## config.mk

```make
export PLATFORM = sky130hd
export DESIGN_NAME = dnm_mapper
export DESIGN_NICKNAME = d
export VERILOG_FILES = /design/src/core/dnm_mapper.v
export VERILOG_INCLUDE_DIRS = /design/src /design/src/common
export SDC_FILE = /design/constraint.sdc
export NUM_CORES = 1
export LEC_CHECK = 0
export ABC_AREA = 1
export BUFFER_PORTS_ARGS = -buffer_cell sky130_fd_sc_hd__buf_2
export CAP_MARGIN = 20
export CORE_UTILIZATION = 51
export DETAILED_ROUTE_END_ITERATION = 10
export HOLD_SLACK_MARGIN = 0.12
export PLACE_DENSITY = 0.84
export SLEW_MARGIN = 20
export SYNTH_ARGS = -nofsm -noshare
export SYNTH_HDL_FRONTEND = slang
export SYNTH_SLANG_ARGS = --single-unit
```

## constraint.sdc

```tcl
create_clock -name clk_i -period 6.75 [get_ports clk_i]
set_input_delay 1.35 -clock clk_i [delete_from_list [all_inputs] [get_ports clk_i]]
set_output_delay 1.35 -clock clk_i [all_outputs]
set_load 0.03 [all_outputs]
```

## src/common/dnm_consts.vh

```
// constants for the fieldbus slave i/o mapper
`ifndef DNM_CONSTS_VH
`define DNM_CONSTS_VH
// register byte offsets
`define DNM_OFF_CTRL 8'h00
`define DNM_OFF_CFG 8'h04
`define DNM_OFF_OUT0 8'h08
`define DNM_OFF_OUT1 8'h0c
`define DNM_OFF_OUT2 8'h10
`define DNM_OFF_OUT3 8'h14
`define DNM_OFF_IN0 8'h18
`define DNM_OFF_IN1 8'h1c
`define DNM_OFF_IN2 8'h20
`define DNM_OFF_IN3 8'h24
`define DNM_OFF_ISTAT 8'h28
`define DNM_OFF_IEN 8'h2c
`define DNM_OFF_ICLR 8'h30
// ctrl fields
`define DNM_CTRL_XCHG 0
`define DNM_CTRL_OFLT 1
`define DNM_CTRL_IFLT 2
`define DNM_CTRL_GFLT 3
`define DNM_CTRL_DIAGNOSTIC_FLAG 4
`define DNM_CTRL_RUN 5
`define DNM_CTRL_RST 8'h00
// status byte fields
`define DNM_SB_XCHG 5
// bit rate codes
`define DNM_RATE_125 2'b00
`define DNM_RATE_250 2'b01
`define DNM_RATE_500 2'b10
`define DNM_RATE_BAD 2'b11
// interrupt bits
`define DNM_IRQ_ONLINE 0
`define DNM_IRQ_INPUT 1
`define DNM_IRQ_CFGERR 2
`define DNM_IRQ_W 3
// led blink divider: 0.5 s at 20 MHz
`define DNM_BLINK_MS 500
`define DNM_CLK_KHZ 20000
`define DNM_BLINK_CYC (`DNM_BLINK_MS * `DNM_CLK_KHZ)
`endif

```

## src/core/dnm_mapper.v

```verilog
// fieldbus slave i/o mapper: switches, byte mapping, leds, ahb registers
//
// Operation
// - rate switches: off/off 125k, on/off 250k, off/on 500k
// - six address switches weighted 32..1 give binary address 0..63
// - configure and, unless the rate switches are set to the bad code, go online by itself after power-on or reset
// - virtual output n lands in output byte n/8, bit n%8
// - input byte k bits 0..7 become virtual inputs 8k..8k+7
// - output byte 3 bits 0..4: out fault, in fault, fault, diagnostic_flag, run
// - output byte 3 bit 5 high while cyclic exchange runs
// - 24 virtual i/o by default; entries beyond 24 of a larger NIO are not mapped and read zero
// - drive power, network status and module status indicators
`timescale 1ns/1ns
`include "dnm_consts.vh"
module dnm_mapper #(
  parameter NIO = 24,
  parameter BLINK_CYC = `DNM_BLINK_CYC
) (
  // clock and reset
  input wire clk_i,
  input wire rst_n_i,
  // configuration switch pins, no relation to clk_i
  input wire [1:0] bit_rate_switches_i,
  input wire [5:0] addr_switches_i,
  // controller side, on clk_i
  input wire [NIO-1:0] virt_out_i,
  input wire output_fault_flag_i,
  input wire input_fault_flag_i,
  input wire fault_flag_i,
  input wire diagnostic_flag_i,
  input wire run_flag_i,
  // fieldbus side, on clk_i
  input wire [31:0] fb_in_data_i,
  input wire fb_in_valid_i,
  input wire fb_exchange_i,
  // register bus
  input wire hsel_i,
  input wire [7:0] haddr_i,
  input wire [1:0] htrans_i,
  input wire hwrite_i,
  input wire [2:0] hsize_i,
  input wire [31:0] hwdata_i,
  input wire hready_i,
  output reg [31:0] hrdata_o,
  output wire hreadyout_o,
  output wire hresp_o,
  // mapped data, captured configuration and indicators
  output reg [NIO-1:0] virt_in_o,
  output reg [31:0] fb_out_data_o,
  output reg [1:0] bit_rate_o,
  output reg [5:0] station_addr_o,
  output reg online_o,
  output wire power_led_o,
  output reg network_status_led_o,
  output reg module_status_led_o,
  output wire irq_o
);
  // ----------------------------------------------------------------
  // reset release
  // ----------------------------------------------------------------
  // the pin may drop at any time; the flops only lift it on an edge,
  // so no register leaves reset one cycle apart from another
  reg [1:0] rst_sync_r;
  wire rst_n;
  // async assert, sync release
  // every other process resets on rst_n, never on the raw pin
  always @(posedge clk_i or negedge rst_n_i) begin
    if (!rst_n_i) begin
      rst_sync_r <= 2'b00;
    end else begin
      rst_sync_r <= {rst_sync_r[0], 1'b1};
    end
  end
  assign rst_n = rst_sync_r[1];

  // ----------------------------------------------------------------
  // switch synchronisers and one-shot capture
  // ----------------------------------------------------------------
  // switches are slow contacts; bounce while one is moved does no harm
  // since the value is read once, long after the flops have settled
  reg [7:0] sw_meta_r;
  reg [7:0] sw_sync_r;
  reg cfg_done_r;
  reg cfg_err_r;
  // two flops before any logic reads the switch pins
  always @(posedge clk_i or negedge rst_n) begin
    if (!rst_n) begin
      sw_meta_r <= 8'h00;
      sw_sync_r <= 8'h00;
    end else begin
      sw_meta_r <= {bit_rate_switches_i, addr_switches_i};
      sw_sync_r <= sw_meta_r;
    end
  end

  // capture once, a few cycles after release so sync is settled
  // two synchroniser flops plus four settle counts before capture
  // limitation: a switch moved while running is not seen until the
  // next reset, so the node never changes identity on the network
  reg [1:0] settle_r;
  always @(posedge clk_i or negedge rst_n) begin
    if (!rst_n) begin
      settle_r <= 2'b00;
      cfg_done_r <= 1'b0;
      cfg_err_r <= 1'b0;
      bit_rate_o <= `DNM_RATE_125;
      station_addr_o <= 6'h00;
    end else if (!cfg_done_r) begin
      settle_r <= settle_r + 2'b01;
      if (settle_r == 2'b11) begin
        cfg_done_r <= 1'b1;
        bit_rate_o <= sw_sync_r[7:6];
        station_addr_o <= sw_sync_r[5:0];
        cfg_err_r <= (sw_sync_r[7:6] == `DNM_RATE_BAD);
      end
    end
  end

  // ----------------------------------------------------------------
  // registers
  // ----------------------------------------------------------------
  reg [7:0] ctrl_r;
  reg [NIO-1:0] vin_r;
  reg [`DNM_IRQ_W-1:0] istat_r;
  reg [`DNM_IRQ_W-1:0] ien_r;
  reg [7:0] ap_addr_r;
  reg ap_wr_r;
  reg ap_rd_r;
  wire ap_take;
  wire [`DNM_IRQ_W-1:0] ev;
  wire [`DNM_IRQ_W-1:0] clr;
  wire run_en;

  // the slave never stalls, so hready_i alone marks the end of a phase
  // and a held address phase can not be taken twice
  assign ap_take = hsel_i & hready_i & htrans_i[1];
  assign hreadyout_o = 1'b1; // zero wait states
  assign hresp_o = 1'b0; // always okay
  // bad rate means never join the network
  assign run_en = cfg_done_r & ~cfg_err_r;

  // latch address phase
  // only a taken transfer arms the data phase; idle cycles clear it
  always @(posedge clk_i or negedge rst_n) begin
    if (!rst_n) begin
      ap_addr_r <= 8'h00;
      ap_wr_r <= 1'b0;
      ap_rd_r <= 1'b0;
    end else if (hready_i) begin
      ap_addr_r <= haddr_i;
      ap_wr_r <= ap_take & hwrite_i;
      ap_rd_r <= ap_take & ~hwrite_i;
    end
  end

  // data phase writes; the bus path is the only writer of ctrl
  // hwdata_i is read one cycle after its address, as the bus expects
  // writes to read-only or unmapped offsets fall through silently
  always @(posedge clk_i or negedge rst_n) begin
    if (!rst_n) begin
      ctrl_r <= `DNM_CTRL_RST;
      ien_r <= {`DNM_IRQ_W{1'b0}};
    end else if (ap_wr_r) begin
      if (ap_addr_r == `DNM_OFF_CTRL) begin
        ctrl_r <= hwdata_i[7:0];
      end
      if (ap_addr_r == `DNM_OFF_IEN) begin
        ien_r <= hwdata_i[`DNM_IRQ_W-1:0];
      end
    end
  end

  // ----------------------------------------------------------------
  // cyclic data mapping
  // ----------------------------------------------------------------
  wire xchg;
  wire [7:0] status_byte;
  wire [NIO-1:0] in_bits;
  // exchange needs the link and a node that has already joined; bit 5
  // follows the registered online flag so the inputs and the status bit
  // agree on the cycle in which exchange began
  assign xchg = online_o & fb_exchange_i;
  // bits 7 and 6 of the status byte are spare and stay low
  assign status_byte = {2'b00, xchg, run_flag_i, diagnostic_flag_i,
    fault_flag_i, input_fault_flag_i, output_fault_flag_i};

  // bit n of vector = byte n/8 bit n%8; beyond 24 bits only word 0 used
  // trade-off: extended entries read as zero instead of a second word,
  // which keeps the map of the first three bytes fixed
  genvar g;
  generate
    for (g = 0; g < NIO; g = g + 1) begin : g_in
      if (g < 24) begin : g_map
        assign in_bits[g] = fb_in_data_i[g];
      end else begin : g_ext
        assign in_bits[g] = 1'b0;
      end
    end
  endgenerate

  // inputs only move while exchanging; held otherwise
  // the extra stage keeps virt_in_o a clean flop output even though
  // vin_r is loaded under a gate made from the link strobe
  always @(posedge clk_i or negedge rst_n) begin
    if (!rst_n) begin
      vin_r <= {NIO{1'b0}};
      virt_in_o <= {NIO{1'b0}};
      fb_out_data_o <= 32'h00000000;
      online_o <= 1'b0;
    end else begin
      online_o <= run_en;
      if (xchg && fb_in_valid_i) begin
        vin_r <= in_bits;
      end
      virt_in_o <= vin_r;
      fb_out_data_o <= {status_byte, virt_out_i[23:0]};
    end
  end

  // ----------------------------------------------------------------
  // interrupts
  // ----------------------------------------------------------------
  assign ev[`DNM_IRQ_ONLINE] = run_en & ~online_o;
  assign ev[`DNM_IRQ_INPUT] = xchg & fb_in_valid_i;
  assign ev[`DNM_IRQ_CFGERR] = cfg_err_r;
  assign clr = (ap_wr_r && ap_addr_r == `DNM_OFF_ICLR) ?
    hwdata_i[`DNM_IRQ_W-1:0] : {`DNM_IRQ_W{1'b0}};
  // set wins over a clear in the same cycle
  // online event lasts the one cycle before online_o follows run_en
  // bad rate is a level, so its status bit comes back after a clear
  // a clear that meets a new event keeps the event for software
  always @(posedge clk_i or negedge rst_n) begin
    if (!rst_n) begin
      istat_r <= {`DNM_IRQ_W{1'b0}};
    end else begin
      istat_r <= (istat_r & ~clr) | ev;
    end
  end
  assign irq_o = |(istat_r & ien_r);

  // ----------------------------------------------------------------
  // read mux
  // ----------------------------------------------------------------
  // reads come straight from flops and the xchg gate, so no wait state is needed
  always @* begin
    hrdata_o = 32'h00000000;
    if (ap_rd_r) begin
      case (ap_addr_r)
        `DNM_OFF_CTRL: hrdata_o = {24'h000000, ctrl_r};
        `DNM_OFF_CFG: hrdata_o = {20'h00000, cfg_err_r, cfg_done_r,
          online_o, xchg, bit_rate_o, station_addr_o};
        `DNM_OFF_OUT0: hrdata_o = {24'h000000, fb_out_data_o[7:0]};
        `DNM_OFF_OUT1: hrdata_o = {24'h000000, fb_out_data_o[15:8]};
        `DNM_OFF_OUT2: hrdata_o = {24'h000000, fb_out_data_o[23:16]};
        `DNM_OFF_OUT3: hrdata_o = {24'h000000, fb_out_data_o[31:24]};
        `DNM_OFF_IN0: hrdata_o = {24'h000000, virt_in_o[7:0]};
        `DNM_OFF_IN1: hrdata_o = {24'h000000, virt_in_o[15:8]};
        `DNM_OFF_IN2: hrdata_o = {24'h000000, virt_in_o[23:16]};
        // input byte 3 carries nothing and falls to the default zero
        `DNM_OFF_ISTAT: hrdata_o = {29'h00000000, istat_r};
        `DNM_OFF_IEN: hrdata_o = {29'h00000000, ien_r};
        default: hrdata_o = 32'h00000000;
      endcase
    end
  end

  // ----------------------------------------------------------------
  // indicators
  // ----------------------------------------------------------------
  // one half wave lasts BLINK_CYC clocks; the counter runs from reset
  // so both indicators blink in step
  reg [31:0] blink_cnt_r;
  reg blink_r;
  // slow blink for "configured, waiting for master"
  always @(posedge clk_i or negedge rst_n) begin
    if (!rst_n) begin
      blink_cnt_r <= 32'h00000000;
      blink_r <= 1'b0;
    end else if (blink_cnt_r == BLINK_CYC - 1) begin
      blink_cnt_r <= 32'h00000000;
      blink_r <= ~blink_r;
    end else begin
      blink_cnt_r <= blink_cnt_r + 32'h00000001;
    end
  end

  // the power indicator only shows that the core has supply
  assign power_led_o = 1'b1;
  // ns: off unconfigured, blink online idle, solid while exchanging
  // ms: solid good, blink on fault_flag_i, the ctrl fault bit or bad rate setting
  // the controller fault flag and the forced fault bit share the same blink
  always @(posedge clk_i or negedge rst_n) begin
    if (!rst_n) begin
      network_status_led_o <= 1'b0;
      module_status_led_o <= 1'b0;
    end else begin
      network_status_led_o <= xchg | (run_en & blink_r);
      if (cfg_err_r || fault_flag_i || ctrl_r[`DNM_CTRL_GFLT]) begin
        module_status_led_o <= blink_r;
      end else begin
        module_status_led_o <= cfg_done_r;
      end
    end
  end
endmodule // dnm_mapper

```

After elaboration in Yosys (flattened, before gate mapping)
Index checks and enable logic that the tools add are counted.

Eq/ne operators: 14. Reduce and logical (&&, ||, !) cells: 9. Multiplexer cells: 7. Add/sub/neg operators: 2. Bitwise operators: 19.

Operators with widths (number): one-hot mux 12 bit (11 select lines) (1); 2-to-1 mux 32 bit (2); adder 32 x 1 -> 32 bit, second input constant (1); == test 32 x 24 -> 1 bit, second input constant (1); == test 8 x 5 -> 1 bit, second input constant (4); == test 8 x 6 -> 1 bit, second input constant (4); == test 8 x 4 -> 1 bit, second input constant (2); AND 1 bit (9); == test 8 x 3 -> 1 bit, second input constant (1); zero test 8 bit (1); AND 3 bit (2); AND reduction 2 bit (3); inverter 1 bit (5); == test 2 bit, second input constant (2); 2-to-1 mux 1 bit (3); 2-to-1 mux 3 bit (1); inverter 3 bit (1); bitwise OR 3 bit (1); OR reduction 3 bit (1); adder 2 x 1 -> 2 bit, second input constant (1); logical AND 1 bit (2); logical OR 1 bit (2); bitwise OR 1 bit (1).

Logic and storage cells: 73. Output and inout port bits: 103. Register bits: 168. Input port bits: 121.

Logic depth before layout (Yosys ltp)
Depth after elaboration: 6. Depth in mapped cells: 11. Mapped depth without buffers: 10.

Least setup slack after synthesis
OpenSTA, ideal clock, no wires.

Path kind: input -> output. Start: input fb_exchange_i. End: output hrdata_o[8]. Required time: 5.400 ns. Path slack: 3.319 ns. Arrival time: 2.081 ns. Stages on the path: 1. Path buffers: 0. Cells stage by stage: nor3b_1.

Word-level cells in the longest chain between the ends: 3.

Ends and longest elaborated chain: start: declaration (line dnm_mapper.v:35) `input wire fb_exchange_i,`; AND 1 bit (line dnm_mapper.v:182) `assign xchg = online_o & fb_exchange_i;`; one-hot mux 12 bit (11 select lines) (line dnm_mapper.v:248) `case (ap_addr_r)`; 2-to-1 mux 32 bit (line dnm_mapper.v:247) `if (ap_rd_r) begin`; end: declaration (line dnm_mapper.v:44) `output reg [31:0] hrdata_o,`.

Every way passes these cells.

Worst setup path in the final report
Start: register ap_addr_r[5]. End: output hrdata_o[4].

Word-level cells in the longest chain between the ends: 3. Elaborated cells on any way between the ends: 13. Classes of those cells: eq/ne (10); mux (2); reduce/logical (1).

Ends and longest elaborated chain: start: declaration (line dnm_mapper.v:126) `reg [7:0] ap_addr_r;`; start signal: assignment (line dnm_mapper.v:150) `ap_addr_r <= haddr_i;`; == test 8 x 6 -> 1 bit, or another cell as far along (line dnm_mapper.v:248); one-hot mux 12 bit (11 select lines) * (line dnm_mapper.v:248); 2-to-1 mux 32 bit * (line dnm_mapper.v:247).

Mark *: on every way between the ends. The rest lies on a longest branch, timed or not.

==> impl.org <==
** Floorplan
- Standard cell core area :: 13800 µm²
- Vertical die dimension :: 121 µm
- The die is 121 µm wide.
- The die covers 14600 µm².
- Number of ports placed on the die boundary :: 224
- Row generation in the floorplan step produced 43 rows.
- The initial utilization of the core area, before any placement, comes to 0.522.

** Timing
- Rel. slew slack :: 0.353
- Setup violations remaining at the end of the flow were counted as 0.
- Based on the critical path, the design can be clocked at up to 269 MHz.
- Dividing the final minimum period by the clock period gives 0.551.
- Number of hold violations in the final report :: 0
- Slew Viols, Final :: 0
- Post-layout minimum cycle time :: 3.72 ns
- Setup repair after global routing missed its margin :: no
- At the pin with the least slew margin, the transition time is 0.967 ns.
- In the final timing run, aggregate negative setup slack is 0 ns.
- For the final database, setup skew stands at 0.00756 ns.

** Global route
- Overflow after GRT :: 0
- Entering global routing, the biggest net connects 66 pins.
- Vias in the first global route :: 5458
- The number of antenna violations at the first check in global routing was 0.
- Across every metal layer, demand over resource in global routing totals 0.254.
- Wire length of the first global-routing pass :: 27.8 mm

** CTS
- Number of clock sinks :: 168
- Buffer levels on the longest clock path :: 2
- # hold bufs at CTS :: 0
- Clock Latency Late Sink :: 0.42 ns
- CTS tree :: done
- Number of buffers inserted to repair setup after CTS :: 0
- Clock-pin slew was measured on the worst setup and hold paths at 0.06 ns.
- Clock tree synthesis inserted a total of 17 buffers.
- The clock tree synthesis step divided the H-tree into 4 levels.
- Post-cts gate resize count :: 0
- Clock Root Buffer :: clkbuf_16

** Synth
- Biggest area contributors in the synthesized netlist :: dfrtp_1 58%, nand2_1 8.2%, nand3_1 5.1%
- The mapped netlist covers 7220 µm².
- The Yosys step of the flow raised 0 warnings.
- After synthesis, the netlist uses 31 different library cells.
- The share of synthesized area in the top cell type comes to 0.583.
- The synthesized design contains 168 register bits.
- Synthesis handed over a netlist of 748 instances.
- Post-synth top area cell :: dfrtp_1
- A synthesized cell averages 9.65 µm².
- The share of the Yosys chip area taken by registers is 0.583.

** Worst setup path
- Critical path peak fanout :: 29
- Nature of the critical path startpoint :: flip-flop
- Cell chain of the critical path :: inv_2 -> nand2_1 -> nor2_4 -> nand3_1 -> nand2_1 -> inv_1 -> nand2_1 -> nor2_1 -> nor2_1 -> buf_2
- At the worst endpoint, the required time is 5.40 ns.
- Path type of the worst setup path :: reg -> out
- For this run, the slowest stage of the critical path takes 0.57 ns.
- Arrival time reported for the critical path endpoint :: 2.37 ns
- The startpoint identified for the worst register-to-register timing path is blink_cnt_r[0]$_DFF_PN0_.
- Worst-path cell with the longest stage delay :: nor2_4
- Among the stages of the critical path, the cell type that occurs most often is nand2_1.
- The worst setup path is captured at an output pin.
- Critical path origin :: ap_addr_r[5]$_DFFE_PN0P_
- Bufs and invs on worst path :: 3
- On the critical path the largest part of the delay comes from simple AND/OR/NAND/NOR gates.

** Cells and area
- Synthesis-to-finish area growth :: 20.3%
- After filler insertion, the fill cell instance count of the layout stands at 1116.
- In the final layout, the share of cells above drive strength 1 is 0.272.
- In the final layout, the multi-input gates occupy 2510 µm².
- Summing all flip-flop and latch instances after layout gives 4210 µm².
- The repair_antennas step left the layout with diodes totalling 0.
- At the end of the flow, the number of nets in the layout was 1041.

** Placement
- HPWL after detailed placement :: 12.9 mm
- Final estimated routing congestion in global placement :: 0.910
- Port Buf Inserts :: 162

** Drt
- In the routed design, unresolved DRC markers number 0.
- Detailed-route vias per instance :: 5.13
- Total routed wirelength :: 17.7 mm
- Once detail routing completed, the nets flagged for antenna violations numbered 0.
- For this block, the initial DRC count from the detailed router was 535.
- WL per Instance :: 16.0 µm
- Vias :: 5686
- Number of detailed-route iterations in the first pass :: 5

** Hold path
- Path type of the worst min-delay path :: reg -> async

** Power and ir drop
- The analysis attributes to cell leakage a power of 4.52 nW.
- Power, Total :: 2.39 mW
- Clock network fraction of design power :: 0.402
- VDD sags by at most 0.000192 V.
- Of the total power, the share spent switching nets is 0.262.
- The internal power of the cells totals 1.77 mW.
- The analysis attributes to net switching a power of 627 µW.
- The share of total power dissipated in sequential elements is 0.480.
- The share of total power dissipated in combinational logic is 0.117.
- Power density over cell area :: 276 nW/µm²

** Run status
- The run finished with clean final reports.

** Job
- Max Cap Viol :: 0
-- routing by layer --
metal,wire (µm),GRT usage
met1,7370,0.339
met4,397,0.0949
met5,0,0
met2,8520,0.405
met3,1420,0.0602
-- stage by stage --
step                instances  hold WS [ns]  worst slack [ns]  cell area (µm²)   util
global route             1109         0.355              2.84             8680  0.628
global placement         1079         0.323              3.22             8090  0.585
floorplan                 772         0.331              1.72             7310      -
finish                   1109         0.305              3.03             8680  0.628
CTS                      1109         0.336              2.67             8680  0.628
detailed placement       1079         0.326              3.14             8090  0.585
-- kinds of logic after synthesis --
kind of cell    after synthesis  share of synthesized area
compound gates               32                     0.0232
xor+xnor                     26                     0.0316
fa+ha+maj                     2                    0.00347
buf+inv                     122                     0.0827
flops                       168                      0.583
mux                          29                     0.0473
other cells                   2                    0.00104
simple gates                367                      0.228
-- area by class of cell --
class	instances	area share
multi-input cells	482	0.289
repair buffers	166	0.0968
clock inverters	10	0.0147
well taps	180	0.0259
clock buffers	20	0.0526
inverters	83	0.0359
flip-flops and latches	168	0.485
-- synth_stat cells, drive strengths merged --
library cell,number
a21oi,2
buf,36
clkbuf,3
conb,2
dfrtp,168
ha,2
inv,83
mux2,29
nand2,165
nand3,75
nand4,14
nor2,96
nor3,13
nor3b,2
nor4,2
o21ai,26
o22ai,3
o2bb2ai,1
xnor2,3
xor2,23
-- power groups by stage --
stage	sequential [mW]	clock, mW	combinational [mW]
finish	1.15	0.964	0.280
CTS	1.15	0.976	0.280
global placement	1.16	0	0.274
detailed placement	1.17	0	0.278
floorplan	1.24	0	0.109
global route	1.16	1.01	0.300
-- sequential cells by signal (all words and copies together) (netlist names) --
register	cells
blink_cnt_r	32
fb_out_data_o	30
vin_r	24
virt_in_o	24
ap_addr_r	8
ctrl_r	8
sw_meta_r	8
sw_sync_r	8
station_addr_o	6
ien_r	3
istat_r	3
bit_rate_o	2
rst_sync_r	2
settle_r	2
ap_rd_r	1
ap_wr_r	1
blink_r	1
cfg_done_r	1
cfg_err_r	1
module_status_led_o	1
network_status_led_o	1
online_o	1
-- cells in the final DEF (no fill, tap or decap), types with 6 or more instances in the layout --
master / n
buf_2: 162
clkbuf_16: 17
clkinv_2: 6
conb_1: 26
dfrtp_1: 167
inv_1: 79
mux2_2: 25
nand2_1: 158
nand3_1: 74
nand4_1: 14
nor2_1: 83
nor2_2: 8
nor3_1: 10
o21ai_0: 26
xor2_1: 23
-- final timing paths --
| path | endpoint | slack (ns) | cells past startpoint |
|---|---|---|---|
| setup / recovery | hrdata_o[4] | 3.03 | 10 |
| hold / removal | vin_r[15]$_DFFE_PN0P_ | 0.30 | 0 |
| setup reg to reg | blink_cnt_r[23]$_DFF_PN0_ | 4.53 | 6 |
| hold reg to reg | vin_r[15]$_DFFE_PN0P_ | 0.30 | 0 |
| max in group asynchronous | virt_in_o[23]$_DFF_PN0_ | 5.23 | 1 |
| min in group clk_i | rst_sync_r[1]$_DFF_PN0_ | 0.34 | 0 |
No activity file was read; power rests on OpenSTA's default activity.
